===== src/cal_alu_map.svh =====
// Constants of the execute-stage ALU and I/O bit access block
`ifndef CAL_ALU_MAP_SVH
`define CAL_ALU_MAP_SVH

// Status register bit positions
`define CAL_FLAG_C 3'd0
`define CAL_FLAG_Z 3'd1
`define CAL_FLAG_N 3'd2
`define CAL_FLAG_V 3'd3
`define CAL_FLAG_S 3'd4
`define CAL_FLAG_H 3'd5
`define CAL_SREG_RST 8'h00

// I/O address space
`define CAL_IO_BIT_LAST 6'h1f
`define CAL_IO_PORT_LAST 6'h3f
`define CAL_IO_DS_OFFSET 8'h20
`define CAL_IO_DS_LAST 8'h5f

// Write-one-to-clear flag register placed in the bit-accessible range
`define CAL_W1C_PORT 6'h08
`define CAL_W1C_RST 8'h00

// Cycle counts
`define CAL_BYTE_CYCLES 1
`define CAL_WORD_CYCLES 2

`endif


===== src/cal_alu_pkg.sv =====
// Types of the execute-stage ALU and I/O bit access block
package cal_alu_pkg;

  typedef enum logic [4:0] {
    CAL_OP_ADD = 5'h00,
    CAL_OP_ADC = 5'h01,
    CAL_OP_SUB = 5'h02,
    CAL_OP_SUBTRACT_WITH_CARRY = 5'h03,
    CAL_OP_SUBTRACT_IMMEDIATE = 5'h04,
    CAL_OP_SUBTRACT_IMMEDIATE_WITH_CARRY = 5'h05,
    CAL_OP_WORD_ADD_IMMEDIATE = 5'h06,
    CAL_OP_WORD_SUBTRACT_IMMEDIATE = 5'h07,
    CAL_OP_AND = 5'h08,
    CAL_OP_AND_IMMEDIATE = 5'h09,
    CAL_OP_IO_BIT_SET = 5'h0a,
    CAL_OP_IO_BIT_CLEAR = 5'h0b,
    CAL_OP_SKIP_IF_IO_BIT_ONE = 5'h0c,
    CAL_OP_SKIP_IF_IO_BIT_ZERO = 5'h0d,
    CAL_OP_PORT_IN = 5'h0e,
    CAL_OP_PORT_OUT = 5'h0f,
    CAL_OP_DATA_SPACE_LOAD = 5'h10,
    CAL_OP_DATA_SPACE_STORE = 5'h11
  } cal_op_t;

  // One decoded instruction with its operands
  typedef struct packed {
    cal_op_t op;
    logic [7:0] rd;
    logic [7:0] rr;
    logic [7:0] imm;
    logic [15:0] pair;
    logic [7:0] addr;
    logic [2:0] bit_sel;
  } cal_req_t;

  // One write toward the I/O register space
  typedef struct packed {
    logic en;
    logic [5:0] addr;
    logic [7:0] data;
    logic [7:0] mask;
  } cal_io_wr_t;

  typedef enum logic {
    CAL_ST_IDLE = 1'b0,
    CAL_ST_WORD2 = 1'b1
  } cal_state_t;

endpackage


===== src/cal_alu_io.sv =====
// Execute-stage ALU with I/O register bit access
`timescale 1ns/1ns
`include "cal_alu_map.svh"
// ---------------------------------------------------------------
// How it works
// - Byte add, with or without carry, ZCNVH.
// - Byte register subtract, optional carry, ZCNVH.
// - Subtract immediate, one cycle, ZCNVH.
// - Subtract immediate with carry, ZCNVH.
// - Word add immediate, ZCNVS, two cycles.
// - Word subtract immediate, ZCNVS, two cycles.
// - AND register or immediate, ZNV only.
// - Bit set/clear only at ports 0..0x1F.
// - Skip tests on one bit, low range.
// - Writing one clears a status flag.
// - Bit set/clear touches only addressed bit.
// - Port in/out use addresses 0..0x3F.
// - Data-space address is port plus 0x20.
// ---------------------------------------------------------------
module cal_alu_io
  import cal_alu_pkg::*;
#(
  parameter int W1C_WIDTH = 8
) (
  // Clock and reset
  input wire logic clk,
  input wire logic rstn,
  // Decoded instruction
  input wire logic req_valid,
  input wire cal_req_t req,
  input wire logic [7:0] io_rd_data,
  output logic req_ready,
  // Results
  output logic res_valid,
  output logic [15:0] res_data,
  output logic res_wide,
  output logic [7:0] sreg,
  output logic skip,
  output logic addr_err,
  // I/O space write
  output cal_io_wr_t io_wr,
  // Hardware events of the flag register
  input wire logic [W1C_WIDTH-1:0] w1c_set,
  output logic [W1C_WIDTH-1:0] w1c_flags
);

  initial begin
    if (W1C_WIDTH < 1 || W1C_WIDTH > 8) $error("W1C_WIDTH must be 1 to 8");
  end

  // ---------------------------------------------------------------
  // Operand decode
  // ---------------------------------------------------------------
  logic take;
  logic [5:0] port;
  logic port_ok;
  logic bit_ok;
  logic [7:0] bit_mask;
  logic [7:0] io_val;
  logic [7:0] w1c_full;

  // Data-space forms are rebased to port numbers first
  always_comb begin
    take = req_valid && req_ready;
    w1c_full = 8'h00;
    w1c_full[W1C_WIDTH-1:0] = w1c_flags;
    bit_mask = 8'h01 << req.bit_sel;
    port = req.addr[5:0];
    port_ok = (req.addr <= {2'b00, `CAL_IO_PORT_LAST});
    if (req.op == CAL_OP_DATA_SPACE_LOAD || req.op == CAL_OP_DATA_SPACE_STORE) begin
      port = 6'(req.addr - `CAL_IO_DS_OFFSET);
      port_ok = (req.addr >= `CAL_IO_DS_OFFSET) && (req.addr <= `CAL_IO_DS_LAST);
    end
    bit_ok = (req.addr <= {2'b00, `CAL_IO_BIT_LAST});
    io_val = (port == `CAL_W1C_PORT) ? w1c_full : io_rd_data;
  end

  // ---------------------------------------------------------------
  // Byte and word arithmetic
  // ---------------------------------------------------------------
  logic [7:0] a;
  logic [7:0] b;
  logic cin;
  logic is_sub;
  logic is_byte_arith;
  logic [7:0] r8;
  logic [15:0] r16;
  logic [5:0] k6;
  logic word_sub;
  logic [7:0] flags8;

  // Flag equations follow carry-out and signed overflow of each bit slice
  always_comb begin
    a = req.rd;
    b = req.rr;
    cin = 1'b0;
    is_sub = 1'b0;
    is_byte_arith = 1'b1;
    case (req.op)
      CAL_OP_ADD: b = req.rr;
      CAL_OP_ADC: cin = sreg[`CAL_FLAG_C];
      CAL_OP_SUB: is_sub = 1'b1;
      CAL_OP_SUBTRACT_WITH_CARRY: begin
        is_sub = 1'b1;
        cin = sreg[`CAL_FLAG_C];
      end
      CAL_OP_SUBTRACT_IMMEDIATE: begin
        is_sub = 1'b1;
        b = req.imm;
      end
      CAL_OP_SUBTRACT_IMMEDIATE_WITH_CARRY: begin
        is_sub = 1'b1;
        b = req.imm;
        cin = sreg[`CAL_FLAG_C];
      end
      default: is_byte_arith = 1'b0;
    endcase
    r8 = is_sub ? 8'(a - b - {7'h00, cin}) : 8'(a + b + {7'h00, cin});
    flags8 = sreg;
    if (is_sub) begin
      flags8[`CAL_FLAG_H] = (~a[3] & b[3]) | (b[3] & r8[3]) | (r8[3] & ~a[3]);
      flags8[`CAL_FLAG_V] = (a[7] & ~b[7] & ~r8[7]) | (~a[7] & b[7] & r8[7]);
      flags8[`CAL_FLAG_C] = (~a[7] & b[7]) | (b[7] & r8[7]) | (r8[7] & ~a[7]);
    end else begin
      flags8[`CAL_FLAG_H] = (a[3] & b[3]) | (b[3] & ~r8[3]) | (~r8[3] & a[3]);
      flags8[`CAL_FLAG_V] = (a[7] & b[7] & ~r8[7]) | (~a[7] & ~b[7] & r8[7]);
      flags8[`CAL_FLAG_C] = (a[7] & b[7]) | (b[7] & ~r8[7]) | (~r8[7] & a[7]);
    end
    flags8[`CAL_FLAG_N] = r8[7];
    // Chained subtracts keep zero only if the whole multi-byte result is zero
    if (cin || req.op == CAL_OP_SUBTRACT_WITH_CARRY || req.op == CAL_OP_SUBTRACT_IMMEDIATE_WITH_CARRY)
      flags8[`CAL_FLAG_Z] = (r8 == 8'h00) && (is_sub ? sreg[`CAL_FLAG_Z] : 1'b1);
    else
      flags8[`CAL_FLAG_Z] = (r8 == 8'h00);
    k6 = req.imm[5:0];
    word_sub = (req.op == CAL_OP_WORD_SUBTRACT_IMMEDIATE);
    r16 = word_sub ? 16'(req.pair - {10'h000, k6}) : 16'(req.pair + {10'h000, k6});
  end

  // ---------------------------------------------------------------
  // Sequencer and result registers
  // ---------------------------------------------------------------
  cal_state_t state_r, state_nxt;
  logic [15:0] hold_r, hold_nxt;
  logic [7:0] hold_flags_r, hold_flags_nxt;
  logic res_valid_r, res_valid_nxt;
  logic [15:0] res_data_r, res_data_nxt;
  logic res_wide_r, res_wide_nxt;
  logic [7:0] sreg_r, sreg_nxt;
  logic ready_r, ready_nxt;
  logic skip_r, skip_nxt;
  logic addr_err_r, addr_err_nxt;
  cal_io_wr_t io_wr_r, io_wr_nxt;
  logic [W1C_WIDTH-1:0] w1c_r, w1c_nxt;
  logic [7:0] wfl;
  logic [7:0] w1c_clr;

  // Word forms park their result for one cycle so they retire on the second edge
  always_comb begin
    state_nxt = state_r;
    hold_nxt = hold_r;
    hold_flags_nxt = hold_flags_r;
    res_valid_nxt = 1'b0;
    res_data_nxt = res_data_r;
    res_wide_nxt = res_wide_r;
    sreg_nxt = sreg_r;
    skip_nxt = 1'b0;
    addr_err_nxt = 1'b0;
    io_wr_nxt = '0;
    w1c_clr = 8'h00;
    wfl = sreg_r;
    wfl[`CAL_FLAG_N] = r16[15];
    wfl[`CAL_FLAG_V] = word_sub ? (req.pair[15] & ~r16[15]) : (~req.pair[15] & r16[15]);
    wfl[`CAL_FLAG_C] = word_sub ? (r16[15] & ~req.pair[15]) : (~r16[15] & req.pair[15]);
    wfl[`CAL_FLAG_S] = wfl[`CAL_FLAG_N] ^ wfl[`CAL_FLAG_V];
    wfl[`CAL_FLAG_Z] = (r16 == 16'h0000);
    if (state_r == CAL_ST_WORD2) begin
      state_nxt = CAL_ST_IDLE;
      res_valid_nxt = 1'b1;
      res_wide_nxt = 1'b1;
      res_data_nxt = hold_r;
      sreg_nxt = hold_flags_r;
    end else if (take) begin
      res_wide_nxt = 1'b0;
      if (is_byte_arith) begin
        res_valid_nxt = 1'b1;
        res_data_nxt = {8'h00, r8};
        sreg_nxt = flags8;
      end else begin
        case (req.op)
          CAL_OP_WORD_ADD_IMMEDIATE, CAL_OP_WORD_SUBTRACT_IMMEDIATE: begin
            state_nxt = CAL_ST_WORD2;
            hold_nxt = r16;
            hold_flags_nxt = wfl;
          end
          CAL_OP_AND, CAL_OP_AND_IMMEDIATE: begin
            res_valid_nxt = 1'b1;
            res_data_nxt = {8'h00, req.rd & ((req.op == CAL_OP_AND) ? req.rr : req.imm)};
            sreg_nxt[`CAL_FLAG_V] = 1'b0;
            sreg_nxt[`CAL_FLAG_N] = res_data_nxt[7];
            sreg_nxt[`CAL_FLAG_Z] = (res_data_nxt[7:0] == 8'h00);
          end
          CAL_OP_IO_BIT_SET, CAL_OP_IO_BIT_CLEAR: begin
            res_valid_nxt = 1'b1;
            addr_err_nxt = !bit_ok;
            // A single lane mask keeps neighbouring flags out of the write
            io_wr_nxt.en = bit_ok;
            io_wr_nxt.addr = port;
            io_wr_nxt.mask = bit_mask;
            io_wr_nxt.data = (req.op == CAL_OP_IO_BIT_SET) ? bit_mask : 8'h00;
            if (bit_ok && port == `CAL_W1C_PORT && req.op == CAL_OP_IO_BIT_SET) w1c_clr = bit_mask;
          end
          CAL_OP_SKIP_IF_IO_BIT_ONE, CAL_OP_SKIP_IF_IO_BIT_ZERO: begin
            res_valid_nxt = 1'b1;
            addr_err_nxt = !bit_ok;
            skip_nxt = bit_ok && ((io_val[req.bit_sel] == 1'b1) == (req.op == CAL_OP_SKIP_IF_IO_BIT_ONE));
          end
          CAL_OP_PORT_IN, CAL_OP_DATA_SPACE_LOAD: begin
            res_valid_nxt = 1'b1;
            addr_err_nxt = !port_ok;
            res_data_nxt = port_ok ? {8'h00, io_val} : 16'h0000;
          end
          CAL_OP_PORT_OUT, CAL_OP_DATA_SPACE_STORE: begin
            res_valid_nxt = 1'b1;
            addr_err_nxt = !port_ok;
            io_wr_nxt.en = port_ok;
            io_wr_nxt.addr = port;
            io_wr_nxt.mask = 8'hff;
            io_wr_nxt.data = req.rd;
            if (port_ok && port == `CAL_W1C_PORT) w1c_clr = req.rd;
          end
          default: addr_err_nxt = 1'b1;
        endcase
      end
    end
    // Ready is kept in its own flop so the port does not hang off a decoder
    ready_nxt = (state_nxt == CAL_ST_IDLE);
    // New events win over a clear in the same cycle
    w1c_nxt = (w1c_r & ~w1c_clr[W1C_WIDTH-1:0]) | w1c_set;
  end

  // Registers only
  always_ff @(posedge clk or negedge rstn) begin
    if (!rstn) begin
      state_r <= CAL_ST_IDLE;
      hold_r <= 16'h0000;
      hold_flags_r <= `CAL_SREG_RST;
      res_valid_r <= 1'b0;
      res_data_r <= 16'h0000;
      res_wide_r <= 1'b0;
      sreg_r <= `CAL_SREG_RST;
      ready_r <= 1'b1;
      skip_r <= 1'b0;
      addr_err_r <= 1'b0;
      io_wr_r <= '0;
      w1c_r <= W1C_WIDTH'(`CAL_W1C_RST);
    end else begin
      state_r <= state_nxt;
      hold_r <= hold_nxt;
      hold_flags_r <= hold_flags_nxt;
      res_valid_r <= res_valid_nxt;
      res_data_r <= res_data_nxt;
      res_wide_r <= res_wide_nxt;
      sreg_r <= sreg_nxt;
      ready_r <= ready_nxt;
      skip_r <= skip_nxt;
      addr_err_r <= addr_err_nxt;
      io_wr_r <= io_wr_nxt;
      w1c_r <= w1c_nxt;
    end
  end

  // Outputs straight from flops; ready drops while a word form is in flight
  assign req_ready = ready_r;
  assign res_valid = res_valid_r;
  assign res_data = res_data_r;
  assign res_wide = res_wide_r;
  assign sreg = sreg_r;
  assign skip = skip_r;
  assign addr_err = addr_err_r;
  assign io_wr = io_wr_r;
  assign w1c_flags = w1c_r;
endmodule // cal_alu_io


===== config.mk =====
export PLATFORM = sky130hd
export DESIGN_NAME = cal_alu_io
export DESIGN_NICKNAME = d
export VERILOG_FILES = /design/src/cal_alu_pkg.sv /design/src/cal_alu_io.sv
export VERILOG_INCLUDE_DIRS = /design/src
export SDC_FILE = /design/constraint.sdc
export NUM_CORES = 1
export LEC_CHECK = 0
export BUFFER_PORTS_ARGS = -buffer_cell sky130_fd_sc_hd__buf_2
export CAP_MARGIN = 30
export CORE_ASPECT_RATIO = 0.6
export CORE_UTILIZATION = 50
export CTS_BUF_LIST = sky130_fd_sc_hd__clkbuf_8 sky130_fd_sc_hd__clkbuf_16
export DETAILED_ROUTE_END_ITERATION = 8
export PLACE_DENSITY = 0.81
export RECOVER_POWER = 100
export REMOVE_ABC_BUFFERS = 1
export SLEW_MARGIN = 20
export SYNTH_ARGS = -nofsm -noshare
export SYNTH_HDL_FRONTEND = slang
export SYNTH_SLANG_ARGS = --single-unit

===== constraint.sdc =====
create_clock -name clk -period 3.72 [get_ports clk]
set_input_delay 0.372 -clock clk [delete_from_list [all_inputs] [get_ports clk]]
set_output_delay 0.372 -clock clk [all_outputs]
set_load 0.005 [all_outputs]

# Word level (Yosys, flattened, before mapping)
# Index checks and enable logic that the tools add are counted.
dict set report word_totals {
  register_bits 85
  output_inout_bits 60
  elab_cells 191
}
dict set report op_classes {
  magnitude_cmp 5
  add_sub_neg 7
  muxes 59
  n_eq_ne 19
  shifts 1
  bitwise 45
  n_reduce_logical 38
}
# cell count
set op_table {}
lappend op_table {{two-way mux 8 bit} 12}
lappend op_table {{two-way mux 23 bit} 3}
lappend op_table {{two-way mux 16 bit} 4}
lappend op_table {{case mux 23 bit (2 select lines)} 1}
lappend op_table {{equality test 5 x 4 -> 1 bit, second input constant} 8}
lappend op_table {{case mux 16 bit (2 select lines)} 1}
lappend op_table {{two-way mux 1 bit} 30}
lappend op_table {{AND 1 bit} 20}
lappend op_table {{equality test 5 x 3 -> 1 bit, second input constant} 4}
lappend op_table {{adder 16 x 6 -> 16 bit} 1}
lappend op_table {{AND 8 bit} 2}
lappend op_table {{logical NOT 16 bit} 1}
lappend op_table {{logical NOT 8 bit} 2}
lappend op_table {{case mux 8 bit (2 select lines)} 1}
lappend op_table {{OR reduction 4 bit} 4}
lappend op_table {{subtractor 16 x 6 -> 16 bit} 1}
lappend op_table {{OR reduction 2 bit} 7}
lappend op_table {{two-way mux 6 bit} 2}
lappend op_table {{equality test 5 x 2 -> 1 bit, second input constant} 2}
lappend op_table {{equality test 5 bit, second input constant} 2}
lappend op_table {{inverter 1 bit} 10}
lappend op_table {{bitwise OR 1 bit} 10}
lappend op_table {{OR reduction 10 bit} 1}
lappend op_table {{adder 8 x 1 -> 8 bit} 1}
lappend op_table {{31 further kinds} 44}

# Depth between registers and ports, before layout
dict set report logic_depth {
  ltp_word 14
  depth_mapped 17
  mapped_depth_nobuf 16
}

# Worst setup path after synthesis
# No wires, ideal clock.
dict set report synth_path {
  kind {input to register}
  start {input req[54] (netlist name)}
  end {register res_data_r[7], in the netlist res_data[7]}
  setup_time_ns 0.125
  cell_stages 16
  slack_ns -0.406
  arrival_time_ns 4.001
  path_cell_list {clkbuf_1 nor2_1 nand2_1 nor2_1 mux2_2 ha_1 inv_1 ha_1 and2_1 o21a_1 o311a_1 o31ai_1 nand2_1 xnor2_1 o2111ai_1 mux2_2}
}
dict set report synth_via {
  elab_chain_len 10
}
# item line
set synth_rtl {}
lappend synth_rtl {{from (decl)} cal_alu_io.sv:30} ;# input wire cal_req_t req,
lappend synth_rtl {{parallel branches: the longest is 10 deep, another holds adder 8 bit} -}
lappend synth_rtl {{to (signal assigned)} cal_alu_io.sv:262} ;# res_data_r <= res_data_nxt;
lappend synth_rtl {{to (decl)} cal_alu_io.sv:147} ;# logic [15:0] res_data_r, res_data_nxt;
# Several ways; the timed one is not identified. The select of a mux whose other input is x is not followed.
# A chain may end at the register's enable or synchronous reset.

# Final worst setup path
dict set report layout_path {
  start {input req[55] (netlist name)}
  end {register sreg_r[1], in the netlist sreg[1]}
}
dict set report layout_via {
  elab_chain_len 12
}
# item line
set layout_rtl {}
lappend layout_rtl {{equality test 5 x 3 -> 1 bit, on equally long branches} {cal_alu_io.sv:99, cal_alu_io.sv:131}}
lappend layout_rtl {{OR reduction 2 bit (no source line)} -}
lappend layout_rtl {{two-way mux 8 bit} cal_alu_io.sv:99} ;# case (req.op)
lappend layout_rtl {{adder 8 bit / subtractor 8 bit (equally long branches)} cal_alu_io.sv:118} ;# r8 = is_sub ? 8'(a - b - {7'h00, cin}) : 8'(a + b + {7'h00, cin});
lappend layout_rtl {{adder 8 x 1 -> 8 bit / subtractor 8 x 1 -> 8 bit (equally long branches)} cal_alu_io.sv:118}
lappend layout_rtl {{two-way mux 8 bit} cal_alu_io.sv:118}
lappend layout_rtl {{logical NOT 8 bit} {cal_alu_io.sv:132, cal_alu_io.sv:134}}
lappend layout_rtl {{logical AND 1 bit} cal_alu_io.sv:132} ;# flags8[`CAL_FLAG_Z] = (r8 == 8'h00) && (is_sub ? sreg[`CAL_FLAG_Z] : 1'b1);
lappend layout_rtl {{two-way mux 1 bit} cal_alu_io.sv:131} ;# if (cin || req.op == CAL_OP_SUBTRACT_WITH_CARRY || req.op == CAL_OP_SUBTRACT_IMMEDIATE_WITH_CARRY)
lappend layout_rtl {{two-way mux 3 bit} cal_alu_io.sv:185} ;# if (is_byte_arith) begin
lappend layout_rtl {{two-way mux 6 bit} cal_alu_io.sv:183} ;# end else if (take) begin
lappend layout_rtl {{two-way mux 8 bit} cal_alu_io.sv:177} ;# if (state_r == CAL_ST_WORD2) begin
lappend layout_rtl {{to (signal assigned)} cal_alu_io.sv:251} ;# sreg_r <= `CAL_SREG_RST;
lappend layout_rtl {{to (signal assigned)} cal_alu_io.sv:264} ;# sreg_r <= sreg_nxt;
lappend layout_rtl {{to (decl)} cal_alu_io.sv:149} ;# logic [7:0] sreg_r, sreg_nxt;
# Parallel ways exist; a longest one is shown, timed or not. The select of a mux whose other input is x is not followed.

==> run summary <==
After detailed routing, the average wire length per cell comes to 18.3 um. The checks that failed: max-capacitance violations, max-slew violations. Buffer type at the clock tree root: sky130_fd_sc_hd__clkbuf_16.

The initial antenna violation count is 0, and the net load switching power is 0.956 mW. The number of antenna diodes in the final layout is 0. The main flop type after synthesis was sky130_fd_sc_hd__dfrtp_1. Time the final worst path needs with I/O delays and setup: 3.57 ns. The portion of total power attributed to sequential cells was 38.0%; the number of iterations in the first detailed-routing pass was 6. The routed design has 19,400 um of wire.

Data arrives at the worst endpoint at 3.79 ns. In this run, the number of DRC markers left after iteration 0 of detailed routing was 679. No sink is reached through more buffers than the 2 on the longest clock path. Across every metal layer, demand over resource in global routing totals 31.5%. The depth of the worst register-to-register path was 12.

Along the worst hold path, the cell count comes to 2. STA puts the critical path data required time at 3.94 ns. The latest clock arrival within the worst-skew pair came out at 0.34 ns. The startpoint identified for the worst hold timing path is w1c_set[4]. The final sum of negative setup slack came out at 0 ns. The async set-or-reset flop fraction in the synthesized netlist is 100%. TritonCTS built the clock tree. The die area is 12,600 um^2, and the per-cell via count in the routed design is 5.84. Of all nets on the critical path, the largest fanout is 6. Global routing used 41.2% of the available met2 tracks. The detail route stage leaves a number of antenna-violating nets equal to 0. The share of cells above drive strength 1 is 26.6%, and the depth of the CTS H-tree is 3. By startpoint and endpoint, the worst setup path is classified as in2reg. Routability-driven placement finished with a final weighted congestion of 0.973. The worst min-delay path endpoint is w1c_flags[4]$_DFF_PN0_.

The first global-routing pass estimated 29,900 um of wire. By area the synthesized netlist is led by sky130_fd_sc_hd__dfrtp_1, sky130_fd_sc_hd__ha_1, sky130_fd_sc_hd__nand2_1. The internal power of the cells totals 1.87 mW.

The global routing stage identified its most utilized layer as met1. The leakage power was 3.81 nW. The count of pins on the block boundary is 135. Number of fill cells: 981.

The synthesized netlist occupies a cell area of 6060 um^2. For the synthesized instance count, the log shows 695. The register cell area after layout was 2100 um^2. In this run the critical register-to-register path is captured at sreg[1]$_DFFE_PN0P_. In this run, the clock network consumes 31.7% of the power.

The final net count was 1,014; the area growth from synthesis to final layout was 28.1%. The logs give 0 for the final number of hold-violating endpoints and 49.6% for the met1 track demand over resource in global routing. The top cell type by area accounts for 34.2% of the synthesized area.

Based on the critical path, the design can be clocked at up to 280 MHz. The path class of the lowest-slack min-delay path is in2reg. In the layout the commonest cells are sky130_fd_sc_hd__nand2_1, sky130_fd_sc_hd__buf_2, sky130_fd_sc_hd__buf_4. The flow ran to the end, but the final reports show violations.

Logic gate share of total power: 30.3%. The run gives 6,193 as the total via count after detailed routing. For this run, design rule violations remaining after detail routing come to 0.

Entering global routing, the biggest net connects 48 pins. The total area inside the core boundary comes to 11,600 um^2. The setup slack of the most critical reg-to-reg path came out at 0.61 ns. The logs give 3750 um^2 for the area taken by multi-input logic gates and 0.0111 ns for the clock skew after layout.

In this run, placement finished with an instance count of 1,044. Counting every sink on the clock net gives 84. The synthesized design contains 0 enable-type register cells. Measured along the y axis, the die boundary spans 87.3 um. The routing usage on met3 is 10.0%, and the count of placed standard cells in the final layout, fillers left out is 1,060. Overall overflow remaining after global route: 0.

The run gives 52.5% as the initial core utilization. The total of buffers placed on input and output ports came out at 134. TritonCTS created 9 clock buffers. The number of max-capacitance violations reported is 1. The max-slew violation count is 39, and the part of the Yosys area used for sequential elements is 34.7%. The worst setup path is launched from an input port. The average cell area after synthesis works out to 8.73 um^2. The run gives 5,458 as the via count of the first global-routing pass. The ratio of total power to cell area is 364 nW/um^2. The width of the die was 144 um; the max-slew headroom at the worst pin was -37.0%.

The share of the clock period used by the worst path after layout was 96.0%; the final HPWL from detailed placement was 15,200 um. Setup violations remaining at the end of the flow were counted as 0. The clock transition at the registers of the reported paths is 0.07 ns, and the row count is 30. Setup repair after global routing could not meet its margin everywhere.

Of the total power, the share spent switching nets is 33.8%. The kind of end point of the critical path is a flop. The tools report the launch point of the critical path as req[55]. Yosys mapped the design onto 67 distinct sky130hd cell types. The number of register bits inferred by synthesis was 84. At the pin with the least slew margin, the transition time is 2.06 ns. sky130_fd_sc_hd__dfrtp_1 takes more of the synthesized area than any other cell. The run gives 0 as the yosys synthesis warning count. The most common library cell in the layout ignoring fill and taps was sky130_fd_sc_hd__nand2_1. The worst register-to-register path begins at sreg[0]$_DFFE_PN0P_. The worst-case IR drop observed on VDD is 0.221 mV.
-- power groups by stage --
stage | Sequential [mW] | Combinational (mW) | Clock, mW
2_1_floorplan | 1.08 | 0.428 | 0
3_3_place_gp | 1.08 | 0.808 | 0
3_5_place_dp | 1.09 | 0.824 | 0
4_1_cts | 1.07 | 0.832 | 0.905
5_1_grt | 1.08 | 0.937 | 0.946
6_report | 1.08 | 0.859 | 0.897
-- worst max path at each step --
stage                                    endpoint  slack [ns]  cells after the start
after floorplan           res_data[7]$_DFFE_PN0P_       -0.22                     15
after global placement    res_data[6]$_DFFE_PN0P_       -0.23                     20
after detailed placement  res_data[6]$_DFFE_PN0P_       -0.34                     20
after CTS                 res_data[6]$_DFFE_PN0P_       0.008                     20
after global routing      res_data[7]$_DFFE_PN0P_       -0.02                     19
final                         sreg[1]$_DFFE_PN0P_        0.15                     19
-- final cells by class --
cell class	instances	area share (%)
inverters	36	1.74
well taps	160	2.58
multi-input cells	543	48.3
repair buffers	221	16.4
clock buffers	9	2.90
clock inverters	7	0.982
flip-flops and latches	84	27.1
-- critical path: stages --
cell	delay, ns
sky130_fd_sc_hd__buf_2	0.13
sky130_fd_sc_hd__nor2_4	0.12
sky130_fd_sc_hd__nand2_1	0.06
sky130_fd_sc_hd__nor2_1	0.09
sky130_fd_sc_hd__buf_4	0.15
sky130_fd_sc_hd__buf_6	0.15
sky130_fd_sc_hd__mux2_2	0.36
sky130_fd_sc_hd__ha_1	0.30
sky130_fd_sc_hd__inv_1	0.06
sky130_fd_sc_hd__ha_1	0.34
sky130_fd_sc_hd__nand3_1	0.10
sky130_fd_sc_hd__a21oi_1	0.06
sky130_fd_sc_hd__o311a_1	0.39
sky130_fd_sc_hd__o31ai_2	0.26
sky130_fd_sc_hd__nand2_1	0.10
sky130_fd_sc_hd__xnor2_1	0.15
sky130_fd_sc_hd__buf_4	0.16
sky130_fd_sc_hd__a31oi_1	0.29
sky130_fd_sc_hd__o31ai_1	0.11
-- kinds of logic after synthesis --
| logic type | Yosys count | share of synthesized area [%] |
|---|---|---|
| buf+inv | 68 | 4.72 |
| fa+ha+maj | 45 | 9.86 |
| xor+xnor | 28 | 4.04 |
| flops | 84 | 34.7 |
| simple gates | 255 | 20.3 |
| mux | 41 | 7.55 |
| compound gates | 174 | 18.9 |
-- per-layer routing --
metal | part of all wire (%) | wire length [um] | vias to the layer above
li1 | - | - | 2869
met1 | 48 | 9210 | 2872
met2 | 39 | 7520 | 419
met3 | 12 | 2410 | 33
met4 | 1.3 | 250 | 0
met5 | 0 | 0 | -
-- metrics by stage --
stage,instance area [um^2],utilization (%),hold slack (ns),setup slack [ns],total power [mW]
2_1_floorplan,5910,-,0.0764,-0.217,1.51
3_3_place_gp,7430,64.3,0.456,-0.234,1.89
3_5_place_dp,7460,64.5,0.374,-0.337,1.91
4_1_cts,7760,67.1,0.00401,0.00799,2.81
5_1_grt,7770,67.2,0.215,-0.0163,2.97
6_report,7770,67.2,0.214,0.150,2.83
-- registers in the layout (all words and copies together) (netlist names) --
signal,flops
io_wr,23
res_data,16
hold_r,15
hold_flags_r,8
sreg,8
w1c_flags,8
addr_err,1
req_ready,1
res_valid,1
res_wide,1
skip,1
state_r,1
-- Yosys cell counts (all sizes together) (8+ instances only) --
cell type / count
nand2: 97
dfrtp: 83
nor2: 64
a21oi: 47
ha: 39
o21ai: 37
inv: 36
clkbuf: 24
mux2i: 21
xnor2: 20
mux2: 18
nand2b: 16
nor3: 15
and2: 13
nor2b: 10
a22o: 9
nand3: 9
o21a: 9
o31ai: 9
a211oi: 8
a21o: 8
buf: 8
o221ai: 8
xor2: 8
-- repair_timing --
action | in CTS | in global routing
endpoints found under the setup margin | 0 | 10
hold buffers | 0 | 0
resized for setup | 0 | 20
setup buffers | 0 | 0
(Power assumes the default switching activity.)
